===== config.mk =====
export PLATFORM = sky130hd
export DESIGN_NAME = adcpc_top
export DESIGN_NICKNAME = d
export VERILOG_FILES = /design/src/hdl/adcpc_pkg.sv /design/src/hdl/adcpc_skid.sv /design/src/hdl/adcpc_top.sv
export VERILOG_INCLUDE_DIRS = /design/src /design/src/hdl
export SDC_FILE = /design/constraint.sdc
export NUM_CORES = 1
export LEC_CHECK = 0
export ABC_AREA = 1
export BUFFER_PORTS_ARGS = -buffer_cell sky130_fd_sc_hd__buf_2
export CORE_MARGIN = 3
export CORE_UTILIZATION = 40
export CTS_BUF_LIST = sky130_fd_sc_hd__clkbuf_16
export CTS_CLUSTER_DIAMETER = 120
export DETAILED_ROUTE_END_ITERATION = 16
export PLACE_DENSITY = 0.7
export SKIP_LAST_GASP = 1
export SYNTH_ARGS = -nofsm -noshare
export SYNTH_HDL_FRONTEND = slang
export SYNTH_SLANG_ARGS = --single-unit

===== constraint.sdc =====
create_clock -name core_clk_in -period 2.4 [get_ports core_clk_in]
set_input_delay 0 -clock core_clk_in [delete_from_list [all_inputs] [get_ports core_clk_in]]
set_output_delay 0 -clock core_clk_in [all_outputs]
set_load 0.02 [all_outputs]

===== src/hdl/adcpc_defines.svh =====
// Purpose: offsets, field positions, reset values and counts of the converter output stage
// Assumes: byte addressed register bus, one aligned 32-bit word per register
// Notes: definitions only
`ifndef ADCPC_DEFINES_SVH
`define ADCPC_DEFINES_SVH

// --------------------
// register offsets (byte addresses)
// --------------------
`define ADCPC_CTRL_OFS 4'h0
`define ADCPC_STAT_OFS 4'h4
`define ADCPC_PWR_OFS 4'h8

// --------------------
// control word fields
// --------------------
`define ADCPC_CTRL_DIV_LSB 0
`define ADCPC_CTRL_FMT_LSB 2
`define ADCPC_CTRL_CLKINV_BIT 4
`define ADCPC_CTRL_RST 5'h00

// --------------------
// power word fields
// --------------------
`define ADCPC_PWR_MODE_LSB 0
`define ADCPC_PWR_PINFN_LSB 5
`define ADCPC_PWR_RST 7'h00

// --------------------
// divider selections, pin functions and power modes
// --------------------
`define ADCPC_DIV_BY1 2'h0
`define ADCPC_DIV_BY2 2'h1
`define ADCPC_DIV_BY4 2'h2
`define ADCPC_PINFN_PWRDN 2'h0
`define ADCPC_PINFN_OUTEN 2'h1
`define ADCPC_PMODE_NORMAL 2'h0
`define ADCPC_PMODE_DOWN 2'h1
`define ADCPC_PMODE_STBY 2'h2

// --------------------
// data path figures
// --------------------
`define ADCPC_LATENCY 8
`define ADCPC_CODE_W 14
`define ADCPC_MIDCODE 14'h2000
`define ADCPC_FS_POS 16'sh1fff
`define ADCPC_FS_NEG (-16'sh2000)

`endif


===== src/hdl/adcpc_pkg.sv =====
// Purpose: shared types of the converter output stage
// Assumes: constants come from adcpc_defines.svh
// Notes: nothing here is imported; users write adcpc_pkg::name
`default_nettype none

package adcpc_pkg;
  // one converted word with its over-range flag
  typedef struct packed {
    logic over_range;
    logic [13:0] code;
  } adcpc_sample_t;

  // output coding
  typedef enum logic [1:0] {
    FMT_OFFSET = 2'h0,
    FMT_TWOS = 2'h1,
    FMT_GRAY = 2'h2
  } adcpc_fmt_t;

  // power state, one-hot
  typedef enum logic [2:0] {
    PWR_ON = 3'h1,
    PWR_STBY = 3'h2,
    PWR_DOWN = 3'h4
  } adcpc_pwr_t;
endpackage

`default_nettype wire


===== src/hdl/adcpc_skid.sv =====
// Purpose: two-entry buffer with valid and ready on both sides
// Assumes: single clock, asynchronous active-low reset
// Notes: in_ready_out is high only while an entry is free, so nothing is dropped
`default_nettype none

module adcpc_skid #(
  parameter int W = 15
) (
  // clock and reset
  input wire logic core_clk_in,
  input wire logic rst_n_in,
  // filling side
  input wire logic in_valid_in,
  input wire logic [W-1:0] in_data_in,
  output logic in_ready_out,
  // draining side
  output logic out_valid_out,
  output logic [W-1:0] out_data_out,
  input wire logic out_ready_in
);
  // --------------------
  // storage
  // --------------------
  logic [W-1:0] mem_ff [2]; // two words
  logic [W-1:0] nxt_mem [2];
  logic rd_ff, nxt_rd; // read pointer
  logic wr_ff, nxt_wr; // write pointer
  logic [1:0] cnt_ff, nxt_cnt; // fill level
  logic push, pop;

  assign in_ready_out = (cnt_ff != 2'h2);
  assign out_valid_out = (cnt_ff != 2'h0);
  assign out_data_out = mem_ff[rd_ff];
  assign push = in_valid_in & in_ready_out;
  assign pop = out_valid_out & out_ready_in;

  // next pointers and contents
  always_comb begin
    nxt_mem = mem_ff;
    nxt_rd = rd_ff ^ pop;
    nxt_wr = wr_ff ^ push;
    nxt_cnt = cnt_ff;
    if (push) begin
      nxt_mem[wr_ff] = in_data_in;
    end
    if (push & ~pop) begin
      nxt_cnt = cnt_ff + 2'h1;
    end else if (pop & ~push) begin
      nxt_cnt = cnt_ff - 2'h1;
    end
  end

  // registers only
  always_ff @(posedge core_clk_in or negedge rst_n_in) begin
    if (!rst_n_in) begin
      mem_ff[0] <= '0;
      mem_ff[1] <= '0;
      rd_ff <= 1'b0;
      wr_ff <= 1'b0;
      cnt_ff <= 2'h0;
    end else begin
      mem_ff <= nxt_mem;
      rd_ff <= nxt_rd;
      wr_ff <= nxt_wr;
      cnt_ff <= nxt_cnt;
    end
  end
endmodule

`default_nettype wire


===== src/hdl/adcpc_top.sv =====
// Purpose: digital control and output stage of a 14-bit sampling converter
// Assumes: all pins synchronous to core_clk_in; sample clock edges seen as a level
// Notes: registers reached over Avalon-MM with waitrequest
// Operation
// divide sample clock by 1, 2 or 4
// sample appears eight conversion cycles later
// pin mode: power-down pin high powers down
// serial mode: register or mode pin powers down
// powered down: data drivers high impedance
// standby keeps reference powered
// straps choose format and output disable
// serial mode: offset, twos or gray coding
// mode pin output-enable only when field set
// mode pin low drives, high floats outputs
// data valid at clock rising, polarity selectable
// offset binary codes, saturation, over-range flag
// gray code from offset binary by xor
//
// The register offsets and register access over Avalon-MM were left to the implementer.
`include "adcpc_defines.svh"
`default_nettype none

module adcpc_top (
  // clock and reset
  input wire logic core_clk_in,
  input wire logic rst_n_in,
  // register bus
  input wire logic [3:0] avs_address_in,
  input wire logic avs_read_in,
  input wire logic avs_write_in,
  input wire logic [31:0] avs_writedata_in,
  input wire logic [3:0] avs_byteenable_in,
  output logic [31:0] avs_readdata_out,
  output logic avs_waitrequest_out,
  // converter side
  input wire logic sample_clk_in,
  input wire logic signed [15:0] analog_code_in,
  // control pins
  input wire logic serial_port_used_in,
  input wire logic power_down_pin_in,
  input wire logic serial_clock_or_format_pin_in,
  input wire logic serial_data_or_powerdown_pin_in,
  input wire logic output_enable_low_in,
  // output bus
  output logic [13:0] data_out,
  output logic over_range_out,
  output logic data_oe_out,
  output logic data_clock_out,
  output logic data_clock_oe_out,
  input wire logic data_ready_in,
  // power status
  output logic ref_power_out,
  output logic core_power_out
);
  // ----------------------------------------------------------------------------
  // register bus
  // ----------------------------------------------------------------------------
  logic ack_ff, nxt_ack; // answer cycle marker
  logic [4:0] ctrl_ff, nxt_ctrl; // divider, format, clock polarity
  logic [6:0] pwr_ff, nxt_pwr; // power mode, mode pin function
  logic [31:0] rdata_ff, nxt_rdata; // read data held for the answer cycle
  logic [7:0] status; // live state word
  logic req;

  assign req = avs_read_in | avs_write_in;
  // first cycle of a request waits, the second answers
  assign avs_waitrequest_out = req & ~ack_ff;
  assign avs_readdata_out = rdata_ff;

  // decode and next register values
  always_comb begin
    nxt_ack = req & ~ack_ff;
    nxt_ctrl = ctrl_ff;
    nxt_pwr = pwr_ff;
    nxt_rdata = rdata_ff;
    if (avs_read_in & ~ack_ff) begin
      case (avs_address_in)
        `ADCPC_CTRL_OFS: nxt_rdata = {27'h0, ctrl_ff};
        `ADCPC_STAT_OFS: nxt_rdata = {24'h0, status};
        `ADCPC_PWR_OFS: nxt_rdata = {25'h0, pwr_ff};
        default: nxt_rdata = 32'h0; // unmapped reads zero
      endcase
    end
    // write takes effect only in the answer cycle
    if (avs_write_in & ack_ff & avs_byteenable_in[0]) begin
      case (avs_address_in)
        `ADCPC_CTRL_OFS: nxt_ctrl = avs_writedata_in[4:0];
        `ADCPC_PWR_OFS: nxt_pwr = avs_writedata_in[6:0];
        default: nxt_ctrl = ctrl_ff; // unmapped and status writes ignored
      endcase
    end
  end

  // bus registers
  always_ff @(posedge core_clk_in or negedge rst_n_in) begin
    if (!rst_n_in) begin
      ack_ff <= 1'b0;
      ctrl_ff <= `ADCPC_CTRL_RST;
      pwr_ff <= `ADCPC_PWR_RST;
      rdata_ff <= 32'h0;
    end else begin
      ack_ff <= nxt_ack;
      ctrl_ff <= nxt_ctrl;
      pwr_ff <= nxt_pwr;
      rdata_ff <= nxt_rdata;
    end
  end

  // ----------------------------------------------------------------------------
  // strap capture
  // ----------------------------------------------------------------------------
  logic strap_done_ff, nxt_strap_done; // straps taken once after reset
  logic strap_fmt_ff, nxt_strap_fmt; // high selects twos complement
  logic strap_dis_ff, nxt_strap_dis; // high disables outputs

  // straps are caught by the first clock after release, never under reset
  always_comb begin
    nxt_strap_done = 1'b1;
    nxt_strap_fmt = strap_fmt_ff;
    nxt_strap_dis = strap_dis_ff;
    if (!strap_done_ff) begin
      nxt_strap_fmt = serial_clock_or_format_pin_in;
      nxt_strap_dis = serial_data_or_powerdown_pin_in;
    end
  end

  // strap registers
  always_ff @(posedge core_clk_in or negedge rst_n_in) begin
    if (!rst_n_in) begin
      strap_done_ff <= 1'b0;
      strap_fmt_ff <= 1'b0;
      strap_dis_ff <= 1'b0;
    end else begin
      strap_done_ff <= nxt_strap_done;
      strap_fmt_ff <= nxt_strap_fmt;
      strap_dis_ff <= nxt_strap_dis;
    end
  end

  // ----------------------------------------------------------------------------
  // power control
  // ----------------------------------------------------------------------------
  adcpc_pkg::adcpc_pwr_t pwr_st_ff, nxt_pwr_st;
  logic [1:0] pmode;
  logic [1:0] pinfn;
  logic want_down;
  logic want_stby;
  logic pin_float;

  assign pmode = pwr_ff[`ADCPC_PWR_MODE_LSB +: 2];
  assign pinfn = pwr_ff[`ADCPC_PWR_PINFN_LSB +: 2];

  // power request from pins or from the serial settings
  always_comb begin
    if (!serial_port_used_in) begin
      want_down = power_down_pin_in;
      want_stby = 1'b0;
    end else begin
      // mode pin low releases only the pin request, not the register one
      want_down = (pmode == `ADCPC_PMODE_DOWN) |
                  ((pinfn == `ADCPC_PINFN_PWRDN) & output_enable_low_in);
      want_stby = (pmode == `ADCPC_PMODE_STBY);
    end
  end

  // power state machine
  always_comb begin
    case (pwr_st_ff)
      adcpc_pkg::PWR_ON,
      adcpc_pkg::PWR_STBY,
      adcpc_pkg::PWR_DOWN: begin
        if (want_down) begin
          nxt_pwr_st = adcpc_pkg::PWR_DOWN;
        end else if (want_stby) begin
          nxt_pwr_st = adcpc_pkg::PWR_STBY;
        end else begin
          nxt_pwr_st = adcpc_pkg::PWR_ON;
        end
      end
      default: nxt_pwr_st = adcpc_pkg::PWR_ON;
    endcase
  end

  // power state register
  always_ff @(posedge core_clk_in or negedge rst_n_in) begin
    if (!rst_n_in) begin
      pwr_st_ff <= adcpc_pkg::PWR_ON;
    end else begin
      pwr_st_ff <= nxt_pwr_st;
    end
  end

  // standby keeps the reference alive for a quicker wake
  assign ref_power_out = (pwr_st_ff != adcpc_pkg::PWR_DOWN);
  assign core_power_out = (pwr_st_ff == adcpc_pkg::PWR_ON);

  // mode pin floats the bus only when programmed as output enable
  assign pin_float = serial_port_used_in & (pinfn == `ADCPC_PINFN_OUTEN) &
                     output_enable_low_in;
  assign data_oe_out = core_power_out & ~pin_float &
                       ~(~serial_port_used_in & strap_dis_ff);
  assign data_clock_oe_out = data_oe_out;

  // ----------------------------------------------------------------------------
  // clock divider
  // ----------------------------------------------------------------------------
  logic smp_d_ff, nxt_smp_d; // last sample clock level
  logic [1:0] div_cnt_ff, nxt_div_cnt; // edges seen in this period
  logic [1:0] div_last; // last count of the period
  logic tick; // one conversion cycle

  // ratio to last count; the spare selection behaves as divide by four
  always_comb begin
    case (ctrl_ff[`ADCPC_CTRL_DIV_LSB +: 2])
      `ADCPC_DIV_BY1: div_last = 2'h0;
      `ADCPC_DIV_BY2: div_last = 2'h1;
      default: div_last = 2'h3;
    endcase
  end

  assign tick = sample_clk_in & ~smp_d_ff & core_power_out & (div_cnt_ff == div_last);

  // count rising sample clock edges while converting
  always_comb begin
    nxt_smp_d = sample_clk_in;
    nxt_div_cnt = div_cnt_ff;
    if (!core_power_out) begin
      nxt_div_cnt = 2'h0; // restart cleanly on wake
    end else if (sample_clk_in & ~smp_d_ff) begin
      nxt_div_cnt = tick ? 2'h0 : div_cnt_ff + 2'h1;
    end
  end

  // divider registers
  always_ff @(posedge core_clk_in or negedge rst_n_in) begin
    if (!rst_n_in) begin
      smp_d_ff <= 1'b0;
      div_cnt_ff <= 2'h0;
    end else begin
      smp_d_ff <= nxt_smp_d;
      div_cnt_ff <= nxt_div_cnt;
    end
  end

  // ----------------------------------------------------------------------------
  // quantiser and coding
  // ----------------------------------------------------------------------------
  adcpc_pkg::adcpc_fmt_t fmt;
  adcpc_pkg::adcpc_sample_t conv; // coded word of this conversion
  logic [13:0] ob; // offset binary result

  // pin mode only knows two codings
  always_comb begin
    if (!serial_port_used_in) begin
      fmt = strap_fmt_ff ? adcpc_pkg::FMT_TWOS : adcpc_pkg::FMT_OFFSET;
    end else begin
      case (ctrl_ff[`ADCPC_CTRL_FMT_LSB +: 2])
        2'h1: fmt = adcpc_pkg::FMT_TWOS;
        2'h2: fmt = adcpc_pkg::FMT_GRAY;
        default: fmt = adcpc_pkg::FMT_OFFSET;
      endcase
    end
  end

  // saturate beyond full scale and flag it
  always_comb begin
    conv.over_range = 1'b0;
    if (analog_code_in > `ADCPC_FS_POS) begin
      ob = 14'h3fff;
      conv.over_range = 1'b1;
    end else if (analog_code_in < `ADCPC_FS_NEG) begin
      ob = 14'h0000;
      conv.over_range = 1'b1;
    end else begin
      ob = analog_code_in[13:0] ^ `ADCPC_MIDCODE;
    end
    case (fmt)
      adcpc_pkg::FMT_TWOS: conv.code = {~ob[13], ob[12:0]};
      adcpc_pkg::FMT_GRAY: conv.code = ob ^ {1'b0, ob[13:1]};
      default: conv.code = ob;
    endcase
  end

  // ----------------------------------------------------------------------------
  // pipeline, buffer and output register
  // ----------------------------------------------------------------------------
  localparam int STAGES = `ADCPC_LATENCY - 1;
  adcpc_pkg::adcpc_sample_t pipe_ff [STAGES];
  adcpc_pkg::adcpc_sample_t nxt_pipe [STAGES];
  logic [STAGES-1:0] pv_ff, nxt_pv; // stage holds a real sample
  logic buf_in_ready;
  logic buf_out_valid;
  logic [14:0] buf_out_data;
  logic advance; // pipeline steps this cycle
  logic [13:0] dout_ff, nxt_dout;
  logic or_ff, nxt_or;
  logic dclk_ff, nxt_dclk; // high half of the data clock

  // a full buffer stalls sampling so no word is lost
  assign advance = tick & buf_in_ready;

  // shift one stage per conversion cycle
  always_comb begin
    nxt_pipe = pipe_ff;
    nxt_pv = pv_ff;
    if (advance) begin
      nxt_pipe[0] = conv;
      nxt_pv[0] = 1'b1;
      for (int i = 1; i < STAGES; i++) begin
        nxt_pipe[i] = pipe_ff[i-1];
        nxt_pv[i] = pv_ff[i-1];
      end
    end
  end

  // pipeline registers
  always_ff @(posedge core_clk_in or negedge rst_n_in) begin
    if (!rst_n_in) begin
      for (int i = 0; i < STAGES; i++) begin
        pipe_ff[i] <= '0;
      end
      pv_ff <= '0;
    end else begin
      pipe_ff <= nxt_pipe;
      pv_ff <= nxt_pv;
    end
  end

  // holds the oldest words while the receiver stalls
  adcpc_skid #(
    .W(15)
  ) u_buf (
    .core_clk_in(core_clk_in),
    .rst_n_in(rst_n_in),
    .in_valid_in(advance & pv_ff[STAGES-1]),
    .in_data_in(pipe_ff[STAGES-1]),
    .in_ready_out(buf_in_ready),
    .out_valid_out(buf_out_valid),
    .out_data_out(buf_out_data),
    .out_ready_in(tick & data_ready_in)
  );

  // output word changes on a conversion cycle, clock rises one cycle later
  always_comb begin
    nxt_dout = dout_ff;
    nxt_or = or_ff;
    nxt_dclk = 1'b1;
    if (tick) begin
      nxt_dclk = 1'b0;
      if (buf_out_valid & data_ready_in) begin
        nxt_dout = buf_out_data[13:0];
        nxt_or = buf_out_data[14];
      end
    end
  end

  // output registers
  always_ff @(posedge core_clk_in or negedge rst_n_in) begin
    if (!rst_n_in) begin
      dout_ff <= 14'h0000;
      or_ff <= 1'b0;
      dclk_ff <= 1'b0;
    end else begin
      dout_ff <= nxt_dout;
      or_ff <= nxt_or;
      dclk_ff <= nxt_dclk;
    end
  end

  assign data_out = dout_ff;
  assign over_range_out = or_ff;
  // serial setting may invert the clock so data are valid at its falling edge
  assign data_clock_out = dclk_ff ^ (serial_port_used_in & ctrl_ff[`ADCPC_CTRL_CLKINV_BIT]);

  // status word for software
  assign status = {~buf_in_ready, data_oe_out, strap_dis_ff, strap_fmt_ff,
                   pwr_st_ff, serial_port_used_in};
endmodule

`default_nettype wire


==> results.toml <==
[outcome]
status = "completed"

[drt]
wirelength_um = 14400
dr_total_vias = 5821
firstDrtPassIters = 5
post_drt_wl_per_cell_um = 11.0
drc = 0
ant_nets = 0
vias_per_cell = 4.46
dr.first_iter.drc_count = 395

[yosys]
synth_compound_area_share_pct = 13.0
synth_mux_area_share_pct = 2.16
yosys_warnings = 0
synth_area_leaders = "dfrtp_1, nand2_1, o21ai_0"
synthAdderAreaFrac_pct = 0.750
synth-async-reset-ratio_pct = 100
netlist_instances = 941
ys.flop_type = "dfrtp_1"
synth_edf_count = 0
ys_ff_latch = 192
synth.yosys.seq_area_share_pct = 57.6
syn_area_mm2 = 0.00834
yosys.area_share.simple_pct = 15.9
synth_top_area_share_pct = 57.3
synth_xor_area_share_pct = 0.525
synth_top_family_by_area = "simple AND/OR/NAND/NOR gates"
yosysUniqueCellTypes = 36
yosys.area.top_type = "dfrtp_1"
synth.avg_cell_area_um2 = 8.86

[layout]
syn_to_final_growth_pct = 15.8
fill_cells = 1919
fin_cells = 1306
antennaDiodeCount = 0
layout.nets = 1095
regArea_mm2 = 0.00481
layout-drive-gt1-share_pct = 13.1
multi_input_area_mm2 = 0.00280

[setup_path]
crit_required_ns = 2.75
critPathCaptureType = "flop"
slowest_stage = "dlygate4sd3_1"
timing.rr.start = "strap_fmt_ff$_DFFE_PN0N_"
reg2reg_depth = 11
cp_slowest_stage_delay_ns = 0.54
cp.buffers_inverters = 4
crit_chain = "inv_1, nor2_1, a31oi_2, inv_1, ha_1, inv_2, nand3_1, nand2_1, dlygate4sd3_1, nand2_1, a21oi_1"
critPathMaxFanout = 5
crit_path_start_kind = "flop"
crit_family = "buffers and inverters"
cp.arrival_ns = 2.56
crit_type = "flop to flop"
r2r-end = "pipe_ff[91]$_DFFE_PN0N_"
r2r_slack_ns = 0.19

[global_routing]
antenna_found_initial = 0
grt-ovfl-total = 0
grt_pass1_vias = 5569
grt.total_usage_pct = 13.9
grt_max_degree = 220
grt_pass1_wl_um = 25700

[clock_tree]
path_clk_slew_ns = 0.06
clkSinkCount = 192
ctsHtreeMaxLevel = 4
clock_latency_ns = 0.42
cts_root_buffer = "clkbuf_16"
cts_tree = "done"
cts_buffers = 17
clockBufferDepth = 2

[placed_design]
dp_hpwl_um = 9310
port_buffers = 67
place_congestion = 0.837
dp_cells = 1249

[power_and_ir_drop]
ir_drop_uv = 533
internal_power_mw = 7.07
p_switching_mw = 3.35
p_leak_nw = 4.95
swShare_pct = 32.1
powerDensity_mw_per_mm2 = 1080
pwr-share-comb_pct = 24.6
p_clk_share_pct = 25.4
p_seq_share_pct = 49.9

[timing]
layout_min_cycle_time_ns = 2.21
slew_headroom_pct = 43.6
hold_viol = 0
period_share_pct = 92.1
rsz0062_at_grt = "no"
slew_viol_final = 0
worstMarginPinSlew_ns = 0.845
tns_ns = 0
max_freq_mhz = 453
setup_viol = 0
skew_ns = 0.00546

[floorplan]
start_util_pct = 40.9
die_x_um = 150
fp.dieH_um = 150
die_area_mm2 = 0.0226
core-area_mm2 = 0.0204
ios = 120
row_count = 52

[worst_hold_path]
hold_end = "pipe_ff[101]$_DFFE_PN0N_"
whs_path_depth = 5
hp-start = "analog_code_in[12]"
worstHoldPathType = "input port to flop"

[job]
cap_violations = 0
per-stage QoR:
step	total power, mW	worst slack [ns]	utilization (%)	hold slack [ns]	instance area, um2
2_1_floorplan	7.11	0.0312	-	-0.296	8430
3_3_place_gp	7.65	0.270	43.4	0.0587	8840
3_5_place_dp	7.81	0.237	43.4	0.0633	8840
4_1_cts	10.5	0.0387	47.4	0.00433	9650
5_1_grt	11.3	0.0154	47.4	0.0547	9660
6_report	10.4	0.191	47.4	0.0258	9660
cells by family after synthesis:
group | count (synthesis)
flip-flops | 192
AND/OR/NAND/NOR | 331
XOR/XNOR | 5
multiplexers | 16
buffers and inverters | 183
adder cells (fa/ha/maj) | 5
AO/OA/AOI/OAI | 207
other | 2
state kept, by name, summed over array words and instances (netlist names):
signal and count:
dclk_ff 1, ctrl_ff 5, div_cnt_ff 2, data_out 14
avs_readdata_out 8, smp_d_ff 1, u_buf.mem_ff 30, u_buf.cnt_ff 2
strap_fmt_ff 1, over_range_out 1, pwr_st_ff 3, pipe_ff 105
strap_dis_ff 1, strap_done_ff 1, ack_ff 1, pv_ff 7
u_buf.rd_ff 1, u_buf.wr_ff 1, pwr_ff 7
worst max-delay path by stage:
stage,from,end,depth (start not counted),slack (ns)
after floorplan,pwr_st_ff[0]$_DFF_PN1_,u_buf.mem_ff[19]$_DFFE_PN0P_,10,0.03
after global placement,pwr_st_ff[0]$_DFF_PN1_,u_buf.mem_ff[25]$_DFFE_PN0P_,7,0.27
after detailed placement,pwr_st_ff[0]$_DFF_PN1_,u_buf.mem_ff[22]$_DFFE_PN0P_,7,0.24
after CTS,ctrl_ff[2]$_DFFE_PN0P_,pipe_ff[91]$_DFFE_PN0N_,9,0.04
after global routing,strap_fmt_ff$_DFFE_PN0N_,pipe_ff[91]$_DFFE_PN0N_,11,0.02
final,strap_fmt_ff$_DFFE_PN0N_,pipe_ff[91]$_DFFE_PN0N_,11,0.19
power by group through the flow:
stage	registers [mW]	logic, mW	clock network, mW
2_1_floorplan	5.19	1.92	0
3_3_place_gp	5.19	2.46	0
3_5_place_dp	5.25	2.55	0
5_1_grt	5.36	3.07	2.86
4_1_cts	5.21	2.61	2.73
6_report	5.21	2.57	2.65
placed cells by master (no fill, tap or decap), types with 2 or more instances in the layout:
cell | Yosys | routed
a21boi_1 | 7 | 7
a21oi_1 | 60 | 60
buf_12 | 0 | 2
buf_2 | 22 | 66
buf_4 | 26 | 12
bufinv_16 | 0 | 2
clkbuf_16 | 0 | 17
clkinv_1 | 1 | 4
clkinv_2 | 0 | 4
clkinvlp_4 | 0 | 4
conb_1 | 2 | 25
dfrtp_1 | 191 | 191
dlygate4sd3_1 | 0 | 25
ha_1 | 5 | 5
inv_1 | 113 | 114
inv_2 | 3 | 4
mux2_2 | 16 | 16
nand2_1 | 217 | 217
nand3_1 | 36 | 36
nor2_1 | 69 | 69
nor3_1 | 3 | 2
o211ai_1 | 2 | 2
o21ai_0 | 110 | 110
o21ai_1 | 20 | 19
o221ai_1 | 3 | 3
xnor2_1 | 4 | 4
area by class of cell:
type                       instances  share of cell area (%)
multi-input combinational        589                    29.0
tap                              270                    3.50
sequential                       192                    49.8
inverter                         117                    4.55
timing repair buffer             106                    7.48
clock inverter                    15                    1.33
clock buffer                      17                    4.41
layer usage:
metal  track usage [%]  up-vias  wire length, um
li1                  -     3099                -
met1              19.7     2610             7360
met2              21.1       99             6320
met3              2.38       13              478
met4              5.90        0              232
met5                 0        -                0
tightest hold or removal path: stages:
cell and delay, ns:
buf_2 0.09, nand2_1 0.07, nand3_1 0.07, nand3_1 0.09
a21boi_1 0.07
cell usage after synthesis (2+ instances only):
| library cell | n |
|---|---|
| o21ai_0 | 110 |
| dfrtp_1 | 191 |
| nand2_1 | 217 |
| o21ai_1 | 20 |
| clkbuf_1 | 14 |
| nor3_1 | 3 |
| o221ai_1 | 3 |
| xnor2_1 | 4 |
| conb_1 | 2 |
| nor2_1 | 69 |
| nand3_1 | 36 |
| a21boi_1 | 7 |
| buf_2 | 22 |
| inv_1 | 113 |
| o211ai_1 | 2 |
| mux2_2 | 16 |
| a21oi_1 | 60 |
| buf_4 | 26 |
| buf_6 | 3 |
| ha_1 | 5 |
| inv_2 | 3 |
timing repair:
action                                 CTS  global route
setup endpoints to repair                0             2
endpoints found under the hold margin  102             0
hold buffers                            25             0
buffers inserted                         0             0
gates resized for setup                  0             3
Note: power is estimated with default switching activity, not from simulation.
